$ cat config.mk
export PLATFORM = sky130hd
export DESIGN_NAME = qos_priority_map_tables
export DESIGN_NICKNAME = d
export VERILOG_FILES = /design/src/common/qos_map_pkg.sv /design/src/hw/qos_map_lookup.sv /design/src/hw/qos_priority_map_tables.sv
export SDC_FILE = /design/constraint.sdc
export NUM_CORES = 1
export LEC_CHECK = 0
export BUFFER_PORTS_ARGS = -buffer_cell sky130_fd_sc_hd__buf_4
export CAP_MARGIN = 20
export CORE_ASPECT_RATIO = 0.7
export CORE_MARGIN = 2
export CORE_UTILIZATION = 64
export DETAILED_ROUTE_END_ITERATION = 7
export PLACE_DENSITY = 0.95
export SLEW_MARGIN = 10
export SYNTH_ARGS = -nofsm -noshare
export SYNTH_HDL_FRONTEND = slang
export SYNTH_SLANG_ARGS = --single-unit
$ cat constraint.sdc
create_clock -name hclk -period 9.7 [get_ports hclk]
set_clock_uncertainty 0.2 [all_clocks]
set_input_delay 1.455 -clock hclk [delete_from_list [all_inputs] [get_ports hclk]]
set_output_delay 1.455 -clock hclk [all_outputs]
set_load 0.005 [all_outputs]
$ cat src/common/qos_map_pkg.sv
// Constants and types shared by the QoS priority map tables.
package qos_map_pkg;

    // ========================================================================
    // Register indices; byte address is four times the index.
    localparam logic [7:0] IDX_GLOBAL_CTRL = 8'h00;
    localparam logic [7:0] IDX_TAG_EN      = 8'h04;
    localparam logic [7:0] IDX_CP_EN       = 8'h08;
    localparam logic [7:0] IDX_TAG_MAP     = 8'h10;
    localparam logic [7:0] IDX_STATUS      = 8'h20;
    localparam logic [7:0] IDX_CP_MAP0     = 8'h30;
    localparam logic [7:0] IDX_CP_MAP1     = 8'h36;
    localparam logic [7:0] IDX_CP_MAP2     = 8'h3c;

    // ========================================================================
    // Field positions and widths.
    localparam int NUM_PORTS       = 17;
    localparam int TAG_MAP_W       = 24;
    localparam int CP_MAP_W        = 48;
    localparam int CP_HI_W         = 16;
    localparam int FIELD_W         = 3;
    localparam int SEL_LSB         = 2;
    localparam int PORT_QOS_BIT    = 6;
    localparam int STATUS_VLD_BIT  = 3;
    localparam int ADDR_IDX_LSB    = 2;

    // ========================================================================
    // Reset values.
    localparam logic [TAG_MAP_W-1:0] TAG_MAP_RST = 24'h000000;
    localparam logic [CP_MAP_W-1:0]  CP_MAP_RST  = 48'h000000000000;
    localparam logic [NUM_PORTS-1:0] PORT_EN_RST = 17'h00000;
    localparam logic [1:0]           SEL_RST     = 2'h0;

    // Cycles after reset release at which the synchronised strap is taken.
    localparam logic [1:0] STRAP_TAKE_CNT = 2'h2;

    // ========================================================================
    // Types.
    typedef enum logic [1:0] {
        SRC_L2         = 2'b00,
        SRC_IP_ONLY    = 2'b01,
        SRC_IP_ELSE_L2 = 2'b10,
        SRC_MAX        = 2'b11
    } src_sel_e;

    typedef enum logic [1:0] {
        CP_BANK0 = 2'b00,
        CP_BANK1 = 2'b01,
        CP_BANK2 = 2'b10,
        CP_EXT   = 2'b11
    } cp_bank_e;

endpackage

$ cat src/hw/qos_map_lookup.sv
// Table lookup: tag value and code point to 3-bit priority IDs.
`timescale 1ns/1ps
module qos_map_lookup (
    input  wire logic [23:0] tag_map,
    input  wire logic [47:0] cp_map0,
    input  wire logic [47:0] cp_map1,
    input  wire logic [47:0] cp_map2,
    input  wire logic [2:0]  tag,
    input  wire logic [5:0]  codepoint,
    input  wire logic [2:0]  ext_prio,
    output logic      [2:0]  tag_prio,
    output logic      [2:0]  cp_prio
);

    // ========================================================================
    // Field selection.
    function automatic logic [2:0] field3(input logic [47:0] tbl, input logic [3:0] idx);
        field3 = tbl[{2'h0, idx} * 6'd3 +: 3];
    endfunction

    always_comb begin
        tag_prio = field3({24'h000000, tag_map}, {1'b0, tag});
        unique case (qos_map_pkg::cp_bank_e'(codepoint[5:4]))
            qos_map_pkg::CP_BANK0: cp_prio = field3(cp_map0, codepoint[3:0]);
            qos_map_pkg::CP_BANK1: cp_prio = field3(cp_map1, codepoint[3:0]);
            qos_map_pkg::CP_BANK2: cp_prio = field3(cp_map2, codepoint[3:0]);
            qos_map_pkg::CP_EXT:   cp_prio = ext_prio;
        endcase
    end

endmodule

$ cat src/hw/qos_priority_map_tables.sv
// QoS priority map tables with AHB-Lite register slave and lookup pipeline.
`timescale 1ns/1ps
module qos_priority_map_tables (
    input  wire logic        hclk,
    input  wire logic        hresetn,
    input  wire logic        hsel,
    input  wire logic [31:0] haddr,
    input  wire logic [1:0]  htrans,
    input  wire logic        hwrite,
    input  wire logic [2:0]  hsize,
    input  wire logic [31:0] hwdata,
    input  wire logic        hready,
    output logic             hreadyout,
    output logic      [31:0] hrdata,
    output logic             hresp,
    input  wire logic        port_qos_strap,
    input  wire logic        lookup_valid,
    input  wire logic [4:0]  lookup_port,
    input  wire logic        lookup_tagged,
    input  wire logic        lookup_is_ip,
    input  wire logic [2:0]  lookup_tag,
    input  wire logic [5:0]  lookup_codepoint,
    input  wire logic [2:0]  lookup_mac_prio,
    input  wire logic [2:0]  lookup_port_prio,
    output logic      [5:0]  cp_ext_code,
    input  wire logic [2:0]  cp_ext_prio,
    output logic             prio_valid,
    output logic      [2:0]  prio_id
);

    // ========================================================================
    // State.
    typedef struct packed {
        logic [23:0] tag_map;
        logic [47:0] cp_map0;
        logic [47:0] cp_map1;
        logic [47:0] cp_map2;
        logic [1:0]  src_sel;
        logic        port_qos_en;
        logic [16:0] tag_en;
        logic [16:0] cp_en;
        logic        strap_meta;
        logic        strap_sync;
        logic [1:0]  strap_cnt;
        logic        wr_pend;
        logic [7:0]  wr_idx;
        logic        rd_wait;
        logic [7:0]  rd_idx;
        logic        hreadyout;
        logic [31:0] hrdata;
        logic        hresp;
        logic        s1_valid;
        logic [4:0]  s1_port;
        logic        s1_tagged;
        logic        s1_is_ip;
        logic [2:0]  s1_tag;
        logic [5:0]  s1_cp;
        logic [2:0]  s1_mac_prio;
        logic [2:0]  s1_port_prio;
        logic        prio_valid;
        logic [2:0]  prio_id;
        logic        last_valid;
        logic [2:0]  last_prio;
    } state_s;

    localparam state_s STATE_RST = '{
        tag_map:      qos_map_pkg::TAG_MAP_RST,
        cp_map0:      qos_map_pkg::CP_MAP_RST,
        cp_map1:      qos_map_pkg::CP_MAP_RST,
        cp_map2:      qos_map_pkg::CP_MAP_RST,
        src_sel:      qos_map_pkg::SEL_RST,
        port_qos_en:  1'b0,
        tag_en:       qos_map_pkg::PORT_EN_RST,
        cp_en:        qos_map_pkg::PORT_EN_RST,
        strap_meta:   1'b0,
        strap_sync:   1'b0,
        strap_cnt:    2'h0,
        wr_pend:      1'b0,
        wr_idx:       8'h00,
        rd_wait:      1'b0,
        rd_idx:       8'h00,
        hreadyout:    1'b1,
        hrdata:       32'h00000000,
        hresp:        1'b0,
        s1_valid:     1'b0,
        s1_port:      5'h00,
        s1_tagged:    1'b0,
        s1_is_ip:     1'b0,
        s1_tag:       3'h0,
        s1_cp:        6'h00,
        s1_mac_prio:  3'h0,
        s1_port_prio: 3'h0,
        prio_valid:   1'b0,
        prio_id:      3'h0,
        last_valid:   1'b0,
        last_prio:    3'h0
    };

    state_s state_reg;
    state_s state_next;

    logic [2:0] tag_prio;
    logic [2:0] cp_prio;

    // ========================================================================
    // Helpers.
    function automatic logic idx_is(input logic [7:0] idx, input logic [7:0] target);
        idx_is = (idx == target);
    endfunction

    function automatic logic [2:0] max3(input logic [2:0] a, input logic [2:0] b);
        max3 = (a > b) ? a : b;
    endfunction

    function automatic logic [31:0] read_word(input state_s s, input logic [7:0] idx);
        read_word = 32'h00000000;
        if (idx_is(idx, qos_map_pkg::IDX_GLOBAL_CTRL)) begin
            read_word[qos_map_pkg::SEL_LSB +: 2]  = s.src_sel;
            read_word[qos_map_pkg::PORT_QOS_BIT]  = s.port_qos_en;
        end
        if (idx_is(idx, qos_map_pkg::IDX_TAG_EN)) begin
            read_word[16:0] = s.tag_en;
        end
        if (idx_is(idx, qos_map_pkg::IDX_CP_EN)) begin
            read_word[16:0] = s.cp_en;
        end
        if (idx_is(idx, qos_map_pkg::IDX_TAG_MAP)) begin
            read_word[23:0] = s.tag_map;
        end
        if (idx_is(idx, qos_map_pkg::IDX_STATUS)) begin
            read_word[2:0]                          = s.last_prio;
            read_word[qos_map_pkg::STATUS_VLD_BIT]  = s.last_valid;
        end
        if (idx_is(idx, qos_map_pkg::IDX_CP_MAP0)) begin
            read_word = s.cp_map0[31:0];
        end
        if (idx_is(idx, qos_map_pkg::IDX_CP_MAP0 + 8'h01)) begin
            read_word[15:0] = s.cp_map0[47:32];
        end
        if (idx_is(idx, qos_map_pkg::IDX_CP_MAP1)) begin
            read_word = s.cp_map1[31:0];
        end
        if (idx_is(idx, qos_map_pkg::IDX_CP_MAP1 + 8'h01)) begin
            read_word[15:0] = s.cp_map1[47:32];
        end
        if (idx_is(idx, qos_map_pkg::IDX_CP_MAP2)) begin
            read_word = s.cp_map2[31:0];
        end
        if (idx_is(idx, qos_map_pkg::IDX_CP_MAP2 + 8'h01)) begin
            read_word[15:0] = s.cp_map2[47:32];
        end
    endfunction

    // ========================================================================
    // Table lookup for the request held in the first stage.
    qos_map_lookup u_lookup (
        .tag_map   (state_reg.tag_map),
        .cp_map0   (state_reg.cp_map0),
        .cp_map1   (state_reg.cp_map1),
        .cp_map2   (state_reg.cp_map2),
        .tag       (state_reg.s1_tag),
        .codepoint (state_reg.s1_cp),
        .ext_prio  (cp_ext_prio),
        .tag_prio  (tag_prio),
        .cp_prio   (cp_prio)
    );

    // ========================================================================
    // Next state.
    always_comb begin
        logic        accept;
        logic        tag_ok;
        logic        cp_ok;
        logic [2:0]  tag_term;
        logic [2:0]  cp_term;
        logic [2:0]  l2_prio;
        logic [2:0]  result;
        accept   = 1'b0;
        tag_ok   = 1'b0;
        cp_ok    = 1'b0;
        tag_term = 3'h0;
        cp_term  = 3'h0;
        l2_prio  = 3'h0;
        result   = 3'h0;
        state_next = state_reg;

        // Strap is synchronised, then taken once shortly after reset release.
        state_next.strap_meta = port_qos_strap;
        state_next.strap_sync = state_reg.strap_meta;
        if (state_reg.strap_cnt != 2'h3) begin
            state_next.strap_cnt = state_reg.strap_cnt + 2'h1;
        end
        if (state_reg.strap_cnt == qos_map_pkg::STRAP_TAKE_CNT) begin
            state_next.port_qos_en = state_reg.strap_sync;
        end

        // Write data phase; unmapped indices are ignored.
        state_next.wr_pend = 1'b0;
        if (state_reg.wr_pend) begin
            if (idx_is(state_reg.wr_idx, qos_map_pkg::IDX_GLOBAL_CTRL)) begin
                state_next.src_sel     = hwdata[qos_map_pkg::SEL_LSB +: 2];
                state_next.port_qos_en = hwdata[qos_map_pkg::PORT_QOS_BIT];
            end
            if (idx_is(state_reg.wr_idx, qos_map_pkg::IDX_TAG_EN)) begin
                state_next.tag_en = hwdata[16:0];
            end
            if (idx_is(state_reg.wr_idx, qos_map_pkg::IDX_CP_EN)) begin
                state_next.cp_en = hwdata[16:0];
            end
            if (idx_is(state_reg.wr_idx, qos_map_pkg::IDX_TAG_MAP)) begin
                state_next.tag_map = hwdata[23:0];
            end
            if (idx_is(state_reg.wr_idx, qos_map_pkg::IDX_CP_MAP0)) begin
                state_next.cp_map0[31:0] = hwdata;
            end
            if (idx_is(state_reg.wr_idx, qos_map_pkg::IDX_CP_MAP0 + 8'h01)) begin
                state_next.cp_map0[47:32] = hwdata[15:0];
            end
            if (idx_is(state_reg.wr_idx, qos_map_pkg::IDX_CP_MAP1)) begin
                state_next.cp_map1[31:0] = hwdata;
            end
            if (idx_is(state_reg.wr_idx, qos_map_pkg::IDX_CP_MAP1 + 8'h01)) begin
                state_next.cp_map1[47:32] = hwdata[15:0];
            end
            if (idx_is(state_reg.wr_idx, qos_map_pkg::IDX_CP_MAP2)) begin
                state_next.cp_map2[31:0] = hwdata;
            end
            if (idx_is(state_reg.wr_idx, qos_map_pkg::IDX_CP_MAP2 + 8'h01)) begin
                state_next.cp_map2[47:32] = hwdata[15:0];
            end
        end

        // Reads take one wait state so that a write just ahead is visible.
        state_next.rd_wait   = 1'b0;
        state_next.hreadyout = 1'b1;
        if (state_reg.rd_wait) begin
            state_next.hrdata = read_word(state_reg, state_reg.rd_idx);
        end
        accept = hsel && htrans[1] && hready;
        if (accept) begin
            if (hwrite) begin
                state_next.wr_pend = 1'b1;
                state_next.wr_idx  = haddr[qos_map_pkg::ADDR_IDX_LSB +: 8];
            end else begin
                state_next.rd_wait   = 1'b1;
                state_next.rd_idx    = haddr[qos_map_pkg::ADDR_IDX_LSB +: 8];
                state_next.hreadyout = 1'b0;
            end
        end

        // First stage holds the request and presents its code point outward, whatever its bank.
        // Fields load only on a request, so the forwarded code stands until the next one.
        state_next.s1_valid = lookup_valid;
        if (lookup_valid) begin
            state_next.s1_port      = lookup_port;
            state_next.s1_tagged    = lookup_tagged;
            state_next.s1_is_ip     = lookup_is_ip;
            state_next.s1_tag       = lookup_tag;
            state_next.s1_cp        = lookup_codepoint;
            state_next.s1_mac_prio  = lookup_mac_prio;
            state_next.s1_port_prio = lookup_port_prio;
        end

        // Second stage: source selection. Ports above 16 have no enable bits.
        if (state_reg.s1_port <= 5'd16) begin
            tag_ok = state_reg.tag_en[state_reg.s1_port] && state_reg.s1_tagged;
            cp_ok  = state_reg.cp_en[state_reg.s1_port];
        end
        tag_term = tag_ok ? tag_prio : 3'h0;
        cp_term  = cp_ok ? cp_prio : 3'h0;
        l2_prio  = tag_ok ? tag_prio : state_reg.s1_mac_prio;
        unique case (qos_map_pkg::src_sel_e'(state_reg.src_sel))
            qos_map_pkg::SRC_L2:         result = l2_prio;
            qos_map_pkg::SRC_IP_ONLY:    result = cp_term;
            qos_map_pkg::SRC_IP_ELSE_L2: result = state_reg.s1_is_ip ? cp_term : l2_prio;
            qos_map_pkg::SRC_MAX: begin
                result = max3(tag_term, cp_term);
                if (state_reg.port_qos_en) begin
                    result = max3(result, state_reg.s1_port_prio);
                end
            end
        endcase
        if (state_reg.port_qos_en && (state_reg.src_sel != qos_map_pkg::SRC_MAX)) begin
            result = state_reg.s1_port_prio;
        end
        state_next.prio_valid = state_reg.s1_valid;
        state_next.prio_id    = state_reg.s1_valid ? result : state_reg.prio_id;
        if (state_reg.s1_valid) begin
            state_next.last_valid = 1'b1;
            state_next.last_prio  = result;
        end
    end

    // ========================================================================
    // Registers. Tables and enables reset to zero, so a lookup yields the MAC priority unless the strap sets the port override.
    always_ff @(posedge hclk or negedge hresetn) begin
        if (!hresetn) begin
            state_reg <= STATE_RST;
        end else begin
            state_reg <= state_next;
        end
    end

    // ========================================================================
    // Outputs.
    assign hreadyout   = state_reg.hreadyout;
    assign hrdata      = state_reg.hrdata;
    assign hresp       = state_reg.hresp;
    assign cp_ext_code = state_reg.s1_cp;
    assign prio_valid  = state_reg.prio_valid;
    assign prio_id     = state_reg.prio_id;

endmodule

==> flow_summary.ini <==
[outcome]
status = finished with violations
violations = DRC

[final_layout]
fin_util_pct = 72.04
num-nets-final = 1386
nFillCells = 1388
largest_reg_flops = 243
design_area_um2 = 16210
post_route_cells_drive_above_1_share_pct = 35.14
final_cell_mix = dfrtp_1 (285), mux2_2 (228), buf_4 (131)
final_common_cell = dfrtp_1
area_delta_synth_final_pct = 11.45

[clock_tree]
cts_hold_repair.buffers = 0
worstSkewPairLatency_ns = 0.57
clockBufferDepth = 3
cts_resized = 0
cts_setup_buffers = 0
clock-sinks = 288
numCtsBuffers = 27
htreeDepth = 1
cts.clk_slew.worst_paths_ns = 0.07
cts_tree = yes
cts_root_buffer = clkbuf_16

[worst_hold_path]
hp-class = reg -> reg

[sta]
hold_viol = 0
finalWorstSetupSlack_ns = 3.206
fmax_ghz = 0.1540
setup_viol = 0
period_needed_ns = 6.494
maxSlewViolCount = 0
fin_setup_tns_ns = 0
tightestPinTransition_ns = 1.231
maxSlewHeadroom_pct = 17.69
final.period_utilization_pct = 66.95
rsz0062_at_grt = no

[detailed_routing]
drt_pass1_iterations = 8
wl_um = 44650
ant_nets = 0
routedWlPerCell_um = 27.74
num_vias = 11900
drt-initial-drc-count = 2044
drc = 6
avgViaCountPerCell = 7.393

[synth]
syn_nets = 1353
yosys_warnings = 0
async_flop_share_pct = 100.0
synthCells = 1241
ys_ff_latch = 288
ys_types = 66
synth_edf_count = 0
ys.flop_type = dfrtp_1
seq_area_frac_synth_pct = 49.55
syn_area_um2 = 14550
syn_area_per_cell_um2 = 11.72

[setup_path]
crit_slowest_cell = ha_1
crit_path_max_incr_delay_ns = 0.87
critical_path_class = reg -> reg
path_cells = inv_1 > ha_1 > inv_1 > nand2_1 > a221oi_1 > a2111oi_0 > o311ai_0 > and3_1 > or2_2 > ha_1 > nor2b_1 > o21ai_0 > a32o_1 > o21ai_0 > o2bb2ai_1 > ha_1 > nor2b_1 > o21ai_0 > a32o_1 > a31oi_1 > o31ai_1 > o21ai_0 > a221oi_1
startpoint_type = register
critPathArrivalTime_ns = 6.72
worst_setup_path_end_kind = register
cp.required_ns = 9.93
critPathMaxFanout = 16
critPathMostFrequentCell = o21ai_0

[placement]
dp_hpwl_um = 28990
gp_congestion = 0.9688
pre_cts_ws_ns = 3.491
placed_cell_area_um2 = 15290
io_buffers = 115

[floorplanning]
die_height_um = 130.1
die_x_um = 184.2
core-area_um2 = 22500
die_area_um2 = 23970
rows = 46
initial_core_util_pct = 64.64
pin_count = 145

[grt]
antenna_found_initial = 3
grt-ovfl-total = 0
grt_max_degree = 174
grt_usage_pct = 37.49
first_global_vias = 11770
grt_pass1_wl_um = 68360

[power]
powerDensity_nw_per_um2 = 188.8
p_leak_nw = 7.010
ir_worst_vdd_mv = 0.1914

[flow_run]
cap_violations = 0
[metal layers]
metal  track usage (%)  part of all wire, %  vias up  routed length, µm
li1                  -                    -     4688                  -
met5                 0                0.029        -                 13
met2             55.96                   43     1094              18990
met3             14.76                   15      300               6777
met1             48.95                   36     5819              16240
met4             16.89                  5.9        2               2639
[cells by family (layout without fill, tap and decap cells)]
logic type	after synthesis	count (layout)	synth area share [%]
fa+ha+maj	11	11	0.9461
compound gates	272	272	13.66
buf+inv	149	203	5.238
simple gates	249	249	7.835
mux	270	270	22.69
other cells	1	4	0.02578
flops	288	288	49.55
xor+xnor	1	1	0.06022
[cell usage after synthesis, types with 21 or more instances]
cell type  count  share of area (%)
dfrtp_1      287                 49
a222oi_1      21                1.4
a22oi_1       43                2.2
mux4_2        25                3.9
nand2_1       85                2.2
a221oi_1      47                2.8
a21oi_1       52                1.8
buf_4         44                2.3
clkbuf_1      50                1.3
o21ai_0       30                1.0
nor2_1        97                2.5
mux2_2       228                 18
[where the power goes]
part           internal, mW  leakage [nW]  total, mW  switching (mW)
Sequential             1.30          3.56       1.43           0.131
Combinational         0.231          3.00      0.514           0.283
Clock                 0.633         0.449       1.11           0.481
Total                  2.17          7.01       3.06           0.895
[worst max-delay path: cells and delay by family (launching register included)]
family                   cells  cell delay [ns]
AO/OA/AOI/OAI               13             2.72
adder cells (fa/ha/maj)      3             1.47
AND/OR/NAND/NOR              5             1.01
buffers and inverters        2             0.57
flip-flops                   1             0.41
[per-stage QoR]
stage                     instances  hold slack [ns]  total power [mW]
after global placement         1557           0.1353             1.902
after CTS                      1607           0.1494             3.030
after floorplan                1241           0.1312             1.738
after global routing           1607           0.1743             3.144
after detailed placement       1557           0.1347             1.934
final                          1610           0.1494             3.060
[final cells by class]
| class | instances | area, µm² | area share (%) |
|---|---|---|---|
| multi-input cells | 804 | 6595 | 40.68 |
| diodes | 3 | 7.507 | 0.04630 |
| repair buffers | 133 | 1018 | 6.282 |
| flip-flops and latches | 288 | 7211 | 44.47 |
| clock inverters | 13 | 152.6 | 0.9415 |
| well taps | 312 | 390.4 | 2.408 |
| inverters | 20 | 75.07 | 0.4630 |
| clock buffers | 37 | 763.2 | 4.708 |
[worst paths after layout]
check,start,to,slack (ns),cells after the start
hold / removal,state_next[85],state_reg[85],0.15,0
min in group asynchronous,hresetn,prio_valid,0.78,1
hold reg to reg,state_next[85],state_reg[85],0.15,0
setup reg to reg,cp_ext_code[4],prio_id[0],3.21,23
setup / recovery,cp_ext_code[4],prio_id[0],3.21,23
max in group asynchronous,hresetn,state_reg[213],7.09,2
No activity file was read; power rests on OpenSTA's default activity.
